$ cat src/rpc_map.vh
// constants for the rs485 port control block
`ifndef RPC_MAP_VH
`define RPC_MAP_VH
// interface mode codes
`define RPC_MODE_RS232      2'h0
`define RPC_MODE_RS422      2'h1
`define RPC_MODE_RS485      2'h2
`define RPC_MODE_DEFAULT    2'h1
// enable/clock switch bit positions (switch position n sits at bit n-1)
`define RPC_SW_FULL_RATE    0
`define RPC_SW_QUARTER_RATE 1
`define RPC_SW_AUTO_EN      2
`define RPC_SW_RTS_EN       3
// interface switch bit of the no-echo position 9
`define RPC_SW_NO_ECHO      8
// fifo depth in bytes
`define RPC_FIFO_DEPTH      128
// baud clock divide ratio in quarter-rate mode
`define RPC_QUARTER_DIV     4
`endif

$ cat src/rpc_baud_div.v
// baud clock divider: pass-through or divide by four
`timescale 1ns/100ps
`include "rpc_map.vh"
module rpc_baud_div #(
  parameter DIV = `RPC_QUARTER_DIV
) (
  // clock and reset
  input  wire clock,
  input  wire rstn,
  // control
  input  wire quarter_rate_clock_mode,
  input  wire full_rate_clock_mode,
  // baud clock enable in and out
  input  wire baud_tick_in,
  output reg  baud_tick_out
);

  reg [7:0] count;

  always @(posedge clock or negedge rstn) begin
    if (!rstn) begin
      count         <= 8'h00;
      baud_tick_out <= 1'b0;
    end else if (quarter_rate_clock_mode && !full_rate_clock_mode) begin
      baud_tick_out <= 1'b0;
      if (baud_tick_in) begin
        if (count == DIV - 1) begin
          count         <= 8'h00;
          baud_tick_out <= 1'b1;
        end else begin
          count <= count + 8'h01;
        end
      end
    end else begin
      // full rate wins when both positions are on
      count         <= 8'h00;
      baud_tick_out <= baud_tick_in;
    end
  end

endmodule // rpc_baud_div

$ cat src/rpc_port_ctrl.v
// per-port serial line control: mode select, rs485 driver enable, echo, baud clock
`timescale 1ns/100ps
`include "rpc_map.vh"
module rpc_port_ctrl #(
  parameter FIFO_DEPTH = `RPC_FIFO_DEPTH
) (
  // clock and reset
  input  wire       clock,
  input  wire       rstn,
  // static switches
  input  wire [1:0] mode_switches,
  input  wire       mode_switches_valid,
  input  wire [8:0] port_interface_switches,
  input  wire [3:0] port_enable_clock_switches,
  // uart side
  input  wire       uart_rts,
  input  wire       uart_tx_busy,
  input  wire       uart_tx_data,
  input  wire       uart_baud_tick,
  // line side
  input  wire       line_rx_data,
  // outputs to line interface, uart and host
  output reg  [1:0] interface_mode,
  output reg        line_tx_data,
  output reg        line_tx_oe,
  output reg        uart_rx_data,
  output reg        rx_enable,
  output reg        uart_baud_tick_out,
  output reg  [7:0] fifo_depth_bytes
);

  // ****************************************
  // switch decode
  // ****************************************
  wire rts_keyed_driver_enable = port_enable_clock_switches[`RPC_SW_RTS_EN];
  wire automatic_driver_enable = port_enable_clock_switches[`RPC_SW_AUTO_EN];
  wire quarter_rate_clock_mode = port_enable_clock_switches[`RPC_SW_QUARTER_RATE];
  wire full_rate_clock_mode    = port_enable_clock_switches[`RPC_SW_FULL_RATE];
  wire no_echo                 = port_interface_switches[`RPC_SW_NO_ECHO];

  // ****************************************
  // interface mode
  // ****************************************
  // an unset switch code falls back to the factory mode
  // a low valid flag means no switch block is fitted at all
  reg [1:0] next_mode;
  always @* begin
    if (!mode_switches_valid) begin
      next_mode = `RPC_MODE_DEFAULT;
    end else if (mode_switches == `RPC_MODE_RS232) begin
      next_mode = `RPC_MODE_RS232;
    end else if (mode_switches == `RPC_MODE_RS422) begin
      next_mode = `RPC_MODE_RS422;
    end else if (mode_switches == `RPC_MODE_RS485) begin
      next_mode = `RPC_MODE_RS485;
    end else begin
      next_mode = `RPC_MODE_DEFAULT;
    end
  end

  always @(posedge clock or negedge rstn) begin
    if (!rstn) begin
      interface_mode <= `RPC_MODE_DEFAULT;
    end else begin
      interface_mode <= next_mode;
    end
  end

  // ****************************************
  // mode one-hot
  // ****************************************
  // decoded from the next mode, not the registered one, so the driver and
  // receiver gates switch on the same edge as interface_mode
  // code 3 never shows here, the decode above has already folded it
  wire [2:0] mode_hot;
  genvar k;
  generate
    for (k = 0; k < 3; k = k + 1) begin : g_mode_hot
      localparam [1:0] CODE = k;
      assign mode_hot[k] = (next_mode == CODE);
    end
  endgenerate

  wire is_485 = mode_hot[`RPC_MODE_RS485];

  // ****************************************
  // driver enable
  // ****************************************
  // auto enable rises with the shifter busy flag, which covers the start bit,
  // and falls only when busy clears after the final stop bit
  // in rs485 mode with no key source selected the driver stays off, so a half-set port never fights the line
  // rts-keyed is tested first, so it wins when both key switches are on
  reg next_oe;
  always @* begin
    if (mode_hot[`RPC_MODE_RS232] || mode_hot[`RPC_MODE_RS422]) begin
      next_oe = 1'b1;
    end else if (rts_keyed_driver_enable) begin
      next_oe = uart_rts;
    end else if (automatic_driver_enable) begin
      next_oe = uart_tx_busy;
    end else begin
      next_oe = 1'b0;
    end
  end

  always @(posedge clock or negedge rstn) begin
    if (!rstn) begin
      line_tx_oe <= 1'b0;
    end else begin
      line_tx_oe <= next_oe;
    end
  end

  // ****************************************
  // transmit data
  // ****************************************
  // one flop of delay keeps the data aligned with the registered enable
  always @(posedge clock or negedge rstn) begin
    if (!rstn) begin
      line_tx_data <= 1'b1;
    end else begin
      line_tx_data <= uart_tx_data;
    end
  end

  // ****************************************
  // receiver enable and echo
  // ****************************************
  // compare against next_oe so the gate opens and closes with the driver
  reg next_rx_en;
  always @* begin
    if (is_485 && no_echo && next_oe) begin
      next_rx_en = 1'b0;
    end else begin
      next_rx_en = 1'b1;
    end
  end

  always @(posedge clock or negedge rstn) begin
    if (!rstn) begin
      rx_enable <= 1'b1;
    end else begin
      rx_enable <= next_rx_en;
    end
  end

  // ****************************************
  // receive data
  // ****************************************
  // hold the line at mark while gagged so the uart never sees a false start bit
  reg next_rx_data;
  always @* begin
    if (next_rx_en) begin
      next_rx_data = line_rx_data;
    end else begin
      next_rx_data = 1'b1;
    end
  end

  always @(posedge clock or negedge rstn) begin
    if (!rstn) begin
      uart_rx_data <= 1'b1;
    end else begin
      uart_rx_data <= next_rx_data;
    end
  end

  // ****************************************
  // baud clock
  // ****************************************
  // is up to host software; the divider only sets the base rate
  // the divider has its own flop, so each tick it passes reaches the uart two clocks late
  wire div_tick;
  rpc_baud_div #(
    .DIV(`RPC_QUARTER_DIV)
  ) u_div (
    .clock                   (clock),
    .rstn                    (rstn),
    .quarter_rate_clock_mode (quarter_rate_clock_mode),
    .full_rate_clock_mode    (full_rate_clock_mode),
    .baud_tick_in            (uart_baud_tick),
    .baud_tick_out           (div_tick)
  );

  always @(posedge clock or negedge rstn) begin
    if (!rstn) begin
      uart_baud_tick_out <= 1'b0;
    end else begin
      uart_baud_tick_out <= div_tick;
    end
  end

  // ****************************************
  // fifo depth
  // ****************************************
  // the fifos live in the uart; this only reports their depth to the host
  always @(posedge clock or negedge rstn) begin
    if (!rstn) begin
      fifo_depth_bytes <= 8'h00;
    end else begin
      fifo_depth_bytes <= FIFO_DEPTH[7:0];
    end
  end

endmodule // rpc_port_ctrl

$ cat config.mk
export PLATFORM = sky130hd
export DESIGN_NAME = rpc_port_ctrl
export DESIGN_NICKNAME = d
export VERILOG_FILES = /design/src/rpc_baud_div.v /design/src/rpc_port_ctrl.v
export VERILOG_INCLUDE_DIRS = /design/src
export SDC_FILE = /design/constraint.sdc
export NUM_CORES = 1
export LEC_CHECK = 0
export ABC_CLOCK_PERIOD_IN_PS = 3500
export BUFFER_PORTS_ARGS = -buffer_cell sky130_fd_sc_hd__buf_2
export CORE_MARGIN = 5
export CORE_UTILIZATION = 48
export DETAILED_ROUTE_END_ITERATION = 7
export PLACE_DENSITY_LB_ADDON = 0.2
export SLEW_MARGIN = 30
export SYNTH_ARGS = -nofsm -noshare
export SYNTH_HDL_FRONTEND = slang
export SYNTH_SLANG_ARGS = --single-unit
$ cat constraint.sdc
create_clock -name clock -period 3.5 [get_ports clock]
set_input_delay 0 -clock clock [delete_from_list [all_inputs] [get_ports clock]]
set_output_delay 0 -clock clock [all_outputs]
set_load 0.01 [all_outputs]
==> results.toml, run 1 <==
[run_status]
status = "complete, no violations"

[placement]
dpl.hpwl_microns = 1210
port_buffers = 22
dp_cells = 113
place.gp.congestion = 0.828
placed_area_sq_um = 907

[yosys]
yosys.cell_types.count = 27
avgSynthCellArea_sq_um = 10.5
yosysWarnings = 0
synth_top_area_share_pct = 40.1
yosysTopAreaCell = "dfrtp_1"
synthCells = 77
ys_seq_elements = 17
yosysSeqAreaShare_pct = 53.0
netlist_top_cells_count = "dfrtp_1, nand2_1, buf_4, a21oi_1"
ys_top_cells_by_area = "dfrtp_1, dfstp_2, buf_4"
synth_flop_cell = "dfrtp_1"
async_flop_share_pct = 100
synth-edff-count = 0
post-synth-top-count-cell = "dfrtp_1"
syn-cell-area_sq_um = 812

[die]
start_util_pct = 52.1
die_h_microns = 51.1
floorplan.die_area_sq_um = 2610
ios = 38
die_w_microns = 51.1
core_area_sq_um = 1560
rows = 14

[layout]
stdcell_area_sq_um = 1030
drive_gt1_share_pct = 29.7
fillers = 129
multi_input_area_sq_um = 335
antenna_cells = 0
final_nets = 136
final_cells = 127
fin_util_pct = 66.3
area_growth_pct = 27.3
regArea_sq_um = 430

[global_route]
grtUsageTotal_pct = 13.5
grt_pass1_wl_microns = 2630
antenna_found_initial = 0
grt_pass1_vias = 639
grt_max_degree = 18
overflow = 0

[drt]
routed_wl_microns = 1670
ant_nets = 0
drt-initial-drc-count = 6
via_count = 680
wire_per_inst_microns = 13.1
drc_errors = 0
drt-vias-per-instance = 5.35
dr.pass1.iters = 4

[timing]
fin_setup_tns_ns = 0
rsz0062_at_grt = "false"
finalHoldViolCount = 0
setup_viol = 0
fmax_ghz = 0.607
fin_skew_ns = 0.000602
finalCriticalPeriod_ns = 1.65
period_share_pct = 47.0
maxSlewViolCount = 0

[critical_path]
start_kind = "register"
path_class = "reg -> reg"
cp_data_arrival_time_ns = 1.81
cp_max_fo = 5
critical_path_required_ns = 3.67
crit_path_end_kind = "register"

[cts]
postCtsSetupBuffers = 0
clk_latency_ns = 0.29
htree_levels = 1
cts_tree = "done"
path_clk_slew_ns = 0.09
cts_buffers = 3
cts_buffer_depth = 2
cts_hold_buf = 10
cts_sinks = 17
ctsResizeCount = 0
root_buffer = "clkbuf_4"

[pwr]
irDropWorstVdd_mv = 0.177
powerDensity_nw_per_um2 = 341
p_leak_nw = 0.460

[flow_run]
drv_cap = 0

[worst_hold_path]
hold_path.class = "in -> reg"
==> final cells by class <==
class / count / share of cell area [%]
flip-flops and latches: 17 / 41.6
multi-input cells: 55 / 32.4
repair buffers: 32 / 20.3
clock buffers: 4 / 2.54
inverters: 3 / 1.09
well taps: 16 / 1.94
==> state kept, by name, indices dropped and copies added (netlist names) <==
signal,flops
u_div.count,8
interface_mode,2
fifo_depth_bytes,1
line_tx_data,1
line_tx_oe,1
rx_enable,1
u_div.baud_tick_out,1
uart_baud_tick_out,1
uart_rx_data,1
==> cells in the final DEF (no fill, tap or decap), drive strengths merged, types with 2 or more instances in the layout <==
cell type    Yosys  final
o21ai            5      5
inv              3      3
clkbuf           0      4
a21oi            5      5
conb             2      8
dfrtp           13     13
dlygate4sd3      0     10
o211ai           2      2
nand3            4      4
nand2            8      8
o31ai            5      5
or3              3      3
buf              8     22
dfstp            4      4
nand2b           2      2
or4              3      3
==> layer usage <==
| layer | global-route usage [%] | vias up | wire length, microns |
|---|---|---|---|
| met5 | 0 | - | 0 |
| met4 | 7.17 | 0 | 6 |
| met3 | 4.07 | 2 | 104 |
| met2 | 23.6 | 24 | 901 |
| met1 | 14.6 | 327 | 652 |
| li1 | - | 327 | - |
==> worst paths after layout <==
check	startpoint	endpoint	slack, ns	depth (start not counted)
min reg2reg	u_div.baud_tick_out	uart_baud_tick_out	0.36	0
max reg2reg	u_div.count[0]	u_div.count[7]	1.85	4
max in group asynchronous	rstn	uart_rx_data	3.05	2
min	mode_switches[0]	interface_mode[1]	0.01	3
max	u_div.count[0]	u_div.count[7]	1.85	4
min in group asynchronous	rstn	u_div.count[6]	0.15	2
==> metrics by stage <==
step                power, mW  hold slack (ns)  worst slack (ns)
floorplan               0.232           -0.296              1.99
global placement        0.243          -0.0680              1.88
detailed placement      0.244          -0.0657              1.87
CTS                     0.357          0.00179              1.85
global route            0.373           0.0135              1.78
finish                  0.352           0.0107              1.85
==> cells by family (layout without fill, tap and decap cells) <==
kind of cell	count (synthesis)	after routing	synth area share, %
adder cells (fa/ha/maj)	1	1	1.54
AO/OA/AOI/OAI	19	19	16.2
other	2	8	0.925
buffers and inverters	11	39	8.47
flip-flops	17	17	53.0
AND/OR/NAND/NOR	27	27	19.9
==> critical path: stages, from the launching register on <==
cell and delay, ns:
dfrtp_1 0.40, ha_1 0.22, or4b_4 0.52, o31ai_4 0.30, a21oi_1 0.08
==> power by group <==
part / total (mW) / switching (mW) / internal [mW] / leakage (nW)
registers: 0.205 / 0.00176 / 0.203 / 0.212
logic: 0.0431 / 0.0227 / 0.0204 / 0.233
clock network: 0.104 / 0.0596 / 0.0443 / 0.0150
Power figures use the tool's default switching activity.
==> run 2: changes to the inputs <==
--- a/config.mk
+++ b/config.mk
@@ -6,10 +6,11 @@
 export SDC_FILE = /design/constraint.sdc
 export NUM_CORES = 1
 export LEC_CHECK = 0
-export ABC_CLOCK_PERIOD_IN_PS = 3500
+export ABC_AREA = 1
+export ABC_CLOCK_PERIOD_IN_PS = 1700
 export BUFFER_PORTS_ARGS = -buffer_cell sky130_fd_sc_hd__buf_2
 export CORE_MARGIN = 5
-export CORE_UTILIZATION = 48
+export CORE_UTILIZATION = 45
 export DETAILED_ROUTE_END_ITERATION = 7
 export PLACE_DENSITY_LB_ADDON = 0.2
 export SLEW_MARGIN = 30
==> constraint.sdc (replaced) <==
create_clock -name clock -period 1.7 [get_ports clock]
set_input_delay 0 -clock clock [delete_from_list [all_inputs] [get_ports clock]]
set_output_delay 0 -clock clock [all_outputs]
set_load 0.01 [all_outputs]
==> run 2 against run 1 <==
  * Non-clock buffer count is 1 lower
  * Final cell count up 26%
  * Clock power is 120% higher
  * First-iteration DRC count increased by 100%
  * Sequential cell count did not move
  * Hold slack gained 0.0052 ns
  * Sequential share of layout area fell by 2.3 points
  * Count of clock-buffer cells in the layout is 1 lower
  * Area after synthesis rose by 7.7%
  * Critical endpoint is now uart_rx_data
  * Design area increased by 5.8%
==> results.toml, run 2 <==
[layout]
fin_util_pct = 57.5
antenna_cells = 0
final_common_cell = "nand2_1"
final_nets = 158
drive_gt1_share_pct = 27.1
area_growth_pct = 25.0
largest-register = "u_div.count"
fillers = 175
largest_reg_flops = 8
final_cell_mix = "nand2_1, buf_2, dfrtp_1"
reg_top3 = "u_div.count (8), interface_mode (2)"

[critical_path]
start_kind = "primary input"
crit_path_end_kind = "register"
critical_path_required_ns = 1.94
path_class = "in -> reg"
r2r_start = "u_div.count[0]"
cp_max_fo = 3
slowest_delay_ns = 0.56
crit_path_cell_trace = "dlygate4sd3_1 > buf_2 > nor3b_4 > nand3_1 > nand3_1 > dlygate4sd3_1 > nand2_1"
endpoint = "uart_rx_data"
reg2reg_to = "u_div.count[0]"
cp_slowest_cell = "dlygate4sd3_1"
cp_num_buf_inv = 3
ff2ff_path_depth = 4
cp_data_arrival_time_ns = 1.69
regToRegSetupSlack_ns = 0.48
critical_path.top_delay_family = "buffers and inverters"
cp.depth = 7
crit_start = "mode_switches[0]"

[flow_run]
drv_cap = 0

[timing]
maxSlewViolCount = 0
finalCriticalPeriod_ns = 1.45
rsz0062_at_grt = "false"
fin_setup_tns_ns = 0
finalHoldViolCount = 0
fmax_ghz = 0.691
fin_skew_ns = 0.00523
setup_ws_ns = 0.252
period_share_pct = 85.2
setup_viol = 0

[drt]
via_count = 729
dr.pass1.iters = 4
wire_per_inst_microns = 10.5
ant_nets = 0
drt-initial-drc-count = 12
routed_wl_microns = 1680
drt-vias-per-instance = 4.56
drc_errors = 0

[placement]
preCtsSetupSlack_ns = 0.497
place.gp.congestion = 0.850
dpl.hpwl_microns = 1160
port_buffers = 22

[pwr]
seqPwrFrac_pct = 57.6
p_int_mw = 0.548
switching_share_pct = 25.5
p_sw_mw = 0.187
clkPwrFrac_pct = 30.4
powerDensity_nw_per_um2 = 672
p_total_mw = 0.735
irDropWorstVdd_mv = 0.543
comb_power_share_pct = 12.0
p_leak_nw = 0.547

[yosys]
yosys.cell_types.count = 19
synth_flop_cell = "dfrtp_1"
yosysSeqAreaShare_pct = 49.2
syn-cell-area_sq_um = 875
ys_seq_elements = 17
async_flop_share_pct = 100
avgSynthCellArea_sq_um = 8.66
post-synth-top-count-cell = "nand2_1"
synth_top_area_share_pct = 37.2
netlist_top_cells_count = "nand2_1, dfrtp_1, inv_1, buf_4, nand4_1"
synth-edff-count = 0
yosysTopAreaCell = "dfrtp_1"
ys_top_cells_by_area = "dfrtp_1, dfstp_2, nand2_1"
synthCells = 101
yosysWarnings = 0

[cts]
cts_buffer_depth = 2
clk_latency_ns = 0.30
ctsResizeCount = 0
postCtsSetupBuffers = 0
cts_sinks = 17
cts_hold_buf = 9
root_buffer = "clkbuf_4"
path_clk_slew_ns = 0.10
cts_tree = "done"
htree_levels = 1
cts_buffers = 3

[die]
core_area_sq_um = 1900
ios = 38
start_util_pct = 46.0
floorplan.die_area_sq_um = 2930
rows = 16
die_w_microns = 54.1
die_h_microns = 54.1

[run_status]
status = "complete, no violations"

[global_route]
antenna_found_initial = 0
grt_max_degree = 18
overflow = 0
grtUsageTotal_pct = 14.3
grt_pass1_wl_microns = 2950
grt_pass1_vias = 696

[worst_hold_path]
hold_path.class = "in -> reg"
[run 2: cell count changes in the layout (fill, tap and decap cells not counted), sizes merged, moves of 2 or more]
| cell | delta |
|---|---|
| o21ai | -2 |
| nand2 | +21 |
| o211ai | -2 |
| nand2b | -2 |
| nand4 | +8 |
| inv | +8 |
| or4 | -3 |
| or3 | -3 |
| nand3 | +3 |
| nor2 | +7 |
| a21oi | -4 |
| o31ai | -5 |
[run 2: logic make-up after synthesis]
group / count (synthesis) / synth area share, %
flops: 17 / 49.2
simple gates: 56 / 32.8
xor+xnor: 1 / 1.00
fa+ha+maj: 1 / 1.43
compound gates: 4 / 2.29
buf+inv: 20 / 12.4
other cells: 2 / 0.859
[run 2: per-stage QoR]
stage,area [sq um],cells,hold slack [ns]
detailed placement,973,147,-0.0564
floorplan,897,107,-0.296
global route,1090,160,0.0222
CTS,1090,160,0.000368
finish,1090,160,0.0159
global placement,973,147,-0.0656
[run 2: cell type report]
cell class | instances | area, sq um | share of cell area, %
inverter | 11 | 41.3 | 3.78
sequential | 17 | 430 | 39.4
tap | 27 | 33.8 | 3.09
clock inverter | 1 | 7.51 | 0.686
timing repair buffer | 31 | 200 | 18.3
multi-input combinational | 70 | 358 | 32.7
clock buffer | 3 | 22.5 | 2.06
[run 2: tightest hold or removal path, stage by stage]
cell and delay (ns):
buf_2 0.16, inv_1 0.08, a21oi_1 0.04
[run 2: how the worst min path moves through the flow]
stage | from | to | slack, ns | depth (start not counted)
3_3_place_gp | rstn | line_tx_oe | -0.07 | 1
3_5_place_dp | rstn | line_tx_oe | -0.06 | 1
6_report | uart_baud_tick | u_div.baud_tick_out | 0.02 | 3
5_1_grt | uart_baud_tick | u_div.baud_tick_out | 0.02 | 3
4_1_cts | uart_baud_tick | u_div.baud_tick_out | 0.0004 | 3
2_1_floorplan | rstn | fifo_depth_bytes[7] | -0.30 | 0
[run 2: power by group through the flow]
stage,clock network (mW),logic [mW],registers [mW]
2_1_floorplan,0,0.0432,0.436
3_3_place_gp,0,0.0725,0.431
3_5_place_dp,0,0.0744,0.431
4_1_cts,0.234,0.0880,0.424
5_1_grt,0.259,0.0989,0.425
6_report,0.224,0.0879,0.423
[run 2: per-layer routing]
layer / vias to the layer above / global-route usage [%] / wire (microns)
met5: - / 0 / 0
met4: 0 / 7.47 / 36
met3: 5 / 3.60 / 80
met2: 18 / 24.8 / 853
met1: 333 / 15.9 / 710
li1: 373 / - / -
==> run 3: changes to the inputs <==
--- a/config.mk
+++ b/config.mk
@@ -7,13 +7,14 @@
 export NUM_CORES = 1
 export LEC_CHECK = 0
 export ABC_AREA = 1
-export ABC_CLOCK_PERIOD_IN_PS = 1700
 export BUFFER_PORTS_ARGS = -buffer_cell sky130_fd_sc_hd__buf_2
 export CORE_MARGIN = 5
 export CORE_UTILIZATION = 45
 export DETAILED_ROUTE_END_ITERATION = 7
 export PLACE_DENSITY_LB_ADDON = 0.2
+export SKIP_CTS_REPAIR_TIMING = 1
 export SLEW_MARGIN = 30
 export SYNTH_ARGS = -nofsm -noshare
 export SYNTH_HDL_FRONTEND = slang
+export SYNTH_HIERARCHICAL = 1
 export SYNTH_SLANG_ARGS = --single-unit
==> run 3 against run 2 <==
  * Hold slack got worse by 0.0071 ns
  * Final cell count fell by 0.63%
  * Sequential cell count did not move
  * Die area fell by 0.70%
  * Utilization rose by 4.0 points
  * Power fell by 0.89%
  * Count of clock-buffer cells in the layout did not move
  * Critical path type is now reg -> reg
  * Largest cell class unchanged
  * Largest power group unchanged
==> results.toml, run 3 <==
[run_status]
status = "complete, no violations"

[drt]
wire_per_inst_microns = 10.4
dr.pass1.iters = 6
drt-vias-per-instance = 4.40
via_count = 700
drt-initial-drc-count = 26
ant_nets = 0
drc_errors = 0
routed_wl_microns = 1650

[critical_path]
endpoint = "u_div/count[4]"
path_class = "reg -> reg"
cp_slowest_cell = "dfrtp_1"
crit_start = "u_div/count[0]"
critical_path_required_ns = 1.88
cp.depth = 6
cp_num_buf_inv = 0
crit_path_cell_trace = "ha_1 > nand2_1 > nor2_1 > nand2_1 > o21ai_2 > nor2_1"
slowest_delay_ns = 0.42
regToRegSetupSlack_ns = 0.34
ff2ff_path_depth = 6
crit_path_end_kind = "register"
r2r_start = "u_div/count[0]"
cp_data_arrival_time_ns = 1.54
reg2reg_to = "u_div/count[4]"
critical_path.top_delay_family = "flip-flops"
start_kind = "register"
cp_max_fo = 5

[die]
die_h_microns = 53.9
floorplan.die_area_sq_um = 2900
start_util_pct = 48.6
rows = 15
ios = 38
die_w_microns = 53.9
core_area_sq_um = 1780

[layout]
stdcell_area_sq_um = 1100
final_nets = 159
reg_top3 = "u_div/count (8), interface_mode (2)"
multi_input_area_sq_um = 354
antenna_cells = 0
regArea_sq_um = 430
final_cell_mix = "nand2_1, buf_2, dfrtp_1"
final_common_cell = "nand2_1"
drive_gt1_share_pct = 32.1
area_growth_pct = 26.4
largest_reg_flops = 8
largest-register = "u_div/count"
fillers = 152

[cts]
cts_sinks = 17
htree_levels = 1
clk_latency_ns = 0.28
cts_buffers = 3
cts_tree = "done"
root_buffer = "clkbuf_4"
path_clk_slew_ns = 0.10
cts_buffer_depth = 2

[yosys]
yosysTopAreaCell = "dfrtp_1"
async_flop_share_pct = 100
yosysSeqAreaShare_pct = 49.6
synth_flop_cell = "dfrtp_1"
syn-cell-area_sq_um = 867
synthCells = 100
avgSynthCellArea_sq_um = 8.67
ys_seq_elements = 17
netlist_top_cells_count = "nand2_1, dfrtp_1, inv_1, buf_4, nand4_1"
synth_top_area_share_pct = 37.5
yosys.cell_types.count = 19
synth-edff-count = 0
yosysWarnings = 6
ys_top_cells_by_area = "dfrtp_1, dfstp_2, nand2_1"
post-synth-top-count-cell = "nand2_1"

[global_route]
overflow = 0
grtUsageTotal_pct = 12.5
grt_pass1_wl_microns = 2620
grt_pass1_vias = 646
antenna_found_initial = 0
grt_max_degree = 18

[pwr]
powerDensity_nw_per_um2 = 665
p_leak_nw = 0.563
irDropWorstVdd_mv = 0.407

[timing]
fmax_ghz = 0.734
finalHoldViolCount = 0
rsz0062_at_grt = "false"
fin_setup_tns_ns = 0
setup_viol = 0
period_share_pct = 80.1
maxSlewViolCount = 0
finalCriticalPeriod_ns = 1.36
fin_skew_ns = 0.00102

[placement]
port_buffers = 22
placed_area_sq_um = 978
place.gp.congestion = 0.810
dpl.hpwl_microns = 1170

[worst_hold_path]
hold_depth = 3
hold_path.class = "in -> reg"

[flow_run]
drv_cap = 0
run 3: cell types whose count changed after synthesis, moves of 2 or more:
| cell | before | now |
|---|---|---|
| nand4_1 | 9 | 6 |
| o21ai_0 | 3 | 0 |
| nand3_1 | 7 | 5 |
| xor2_1 | 1 | 3 |
| buf_4 | 9 | 7 |
| inv_2 | 0 | 2 |
| nand2_2 | 1 | 4 |
| nor2_4 | 0 | 2 |
run 3: layer usage:
layer / GRT usage (%) / part of all wire [%] / vias up
li1: - / - / 359
met1: 15.6 / 38 / 307
met2: 20.2 / 51 / 34
met3: 3.32 / 10 / 0
met4: 5.11 / 0 / 0
met5: 0 / 0 / -
run 3: cell families after synthesis:
family,synth area share (%)
compound gates,1.59
flops,49.6
other cells,0.866
buf+inv,12.1
fa+ha+maj,1.44
xor+xnor,3.03
simple gates,31.3
run 3: worst min-delay path by stage:
stage                 start             endpoint  slack, ns
2_1_floorplan          rstn  fifo_depth_bytes[7]      -0.30
3_3_place_gp           rstn       u_div/count[1]      -0.06
3_5_place_dp           rstn       u_div/count[2]      -0.06
4_1_cts                rstn    interface_mode[1]      -0.38
5_1_grt        uart_tx_busy           line_tx_oe       0.02
6_report       uart_tx_busy           line_tx_oe      0.009
run 3: final cells by class:
| cell class | instances | area share, % |
|---|---|---|
| Clock buffer | 3 | 2.05 |
| Tap cell | 25 | 2.85 |
| Inverter | 14 | 4.79 |
| Multi-Input combinational cell | 68 | 32.3 |
| Sequential cell | 17 | 39.3 |
| Timing Repair Buffer | 31 | 18.3 |
| Clock inverter | 1 | 0.457 |
run 3: stage by stage:
step	hold slack (ns)	worst slack, ns	power [mW]	instances	util (%)
after CTS	-0.383	0.358	0.724	150	56.4
after global routing	0.0202	0.282	0.768	159	61.5
after floorplan	-0.296	0.513	0.480	106	-
after detailed placement	-0.0573	0.377	0.507	146	54.9
after global placement	-0.0614	0.359	0.505	146	54.9
final	0.00884	0.338	0.729	159	61.5
run 3: tightest hold or removal path: stages:
cell and delay, ns:
buf_2 0.07, nand3_1 0.10, nand3_1 0.09
run 3: power by group:
part	total (mW)	internal (mW)	switching, mW	leakage [nW]
Sequential	0.422	0.419	0.00374	0.212
Combinational	0.0924	0.0399	0.0526	0.333
Clock	0.214	0.0873	0.126	0.0177
Total	0.729	0.546	0.183	0.563
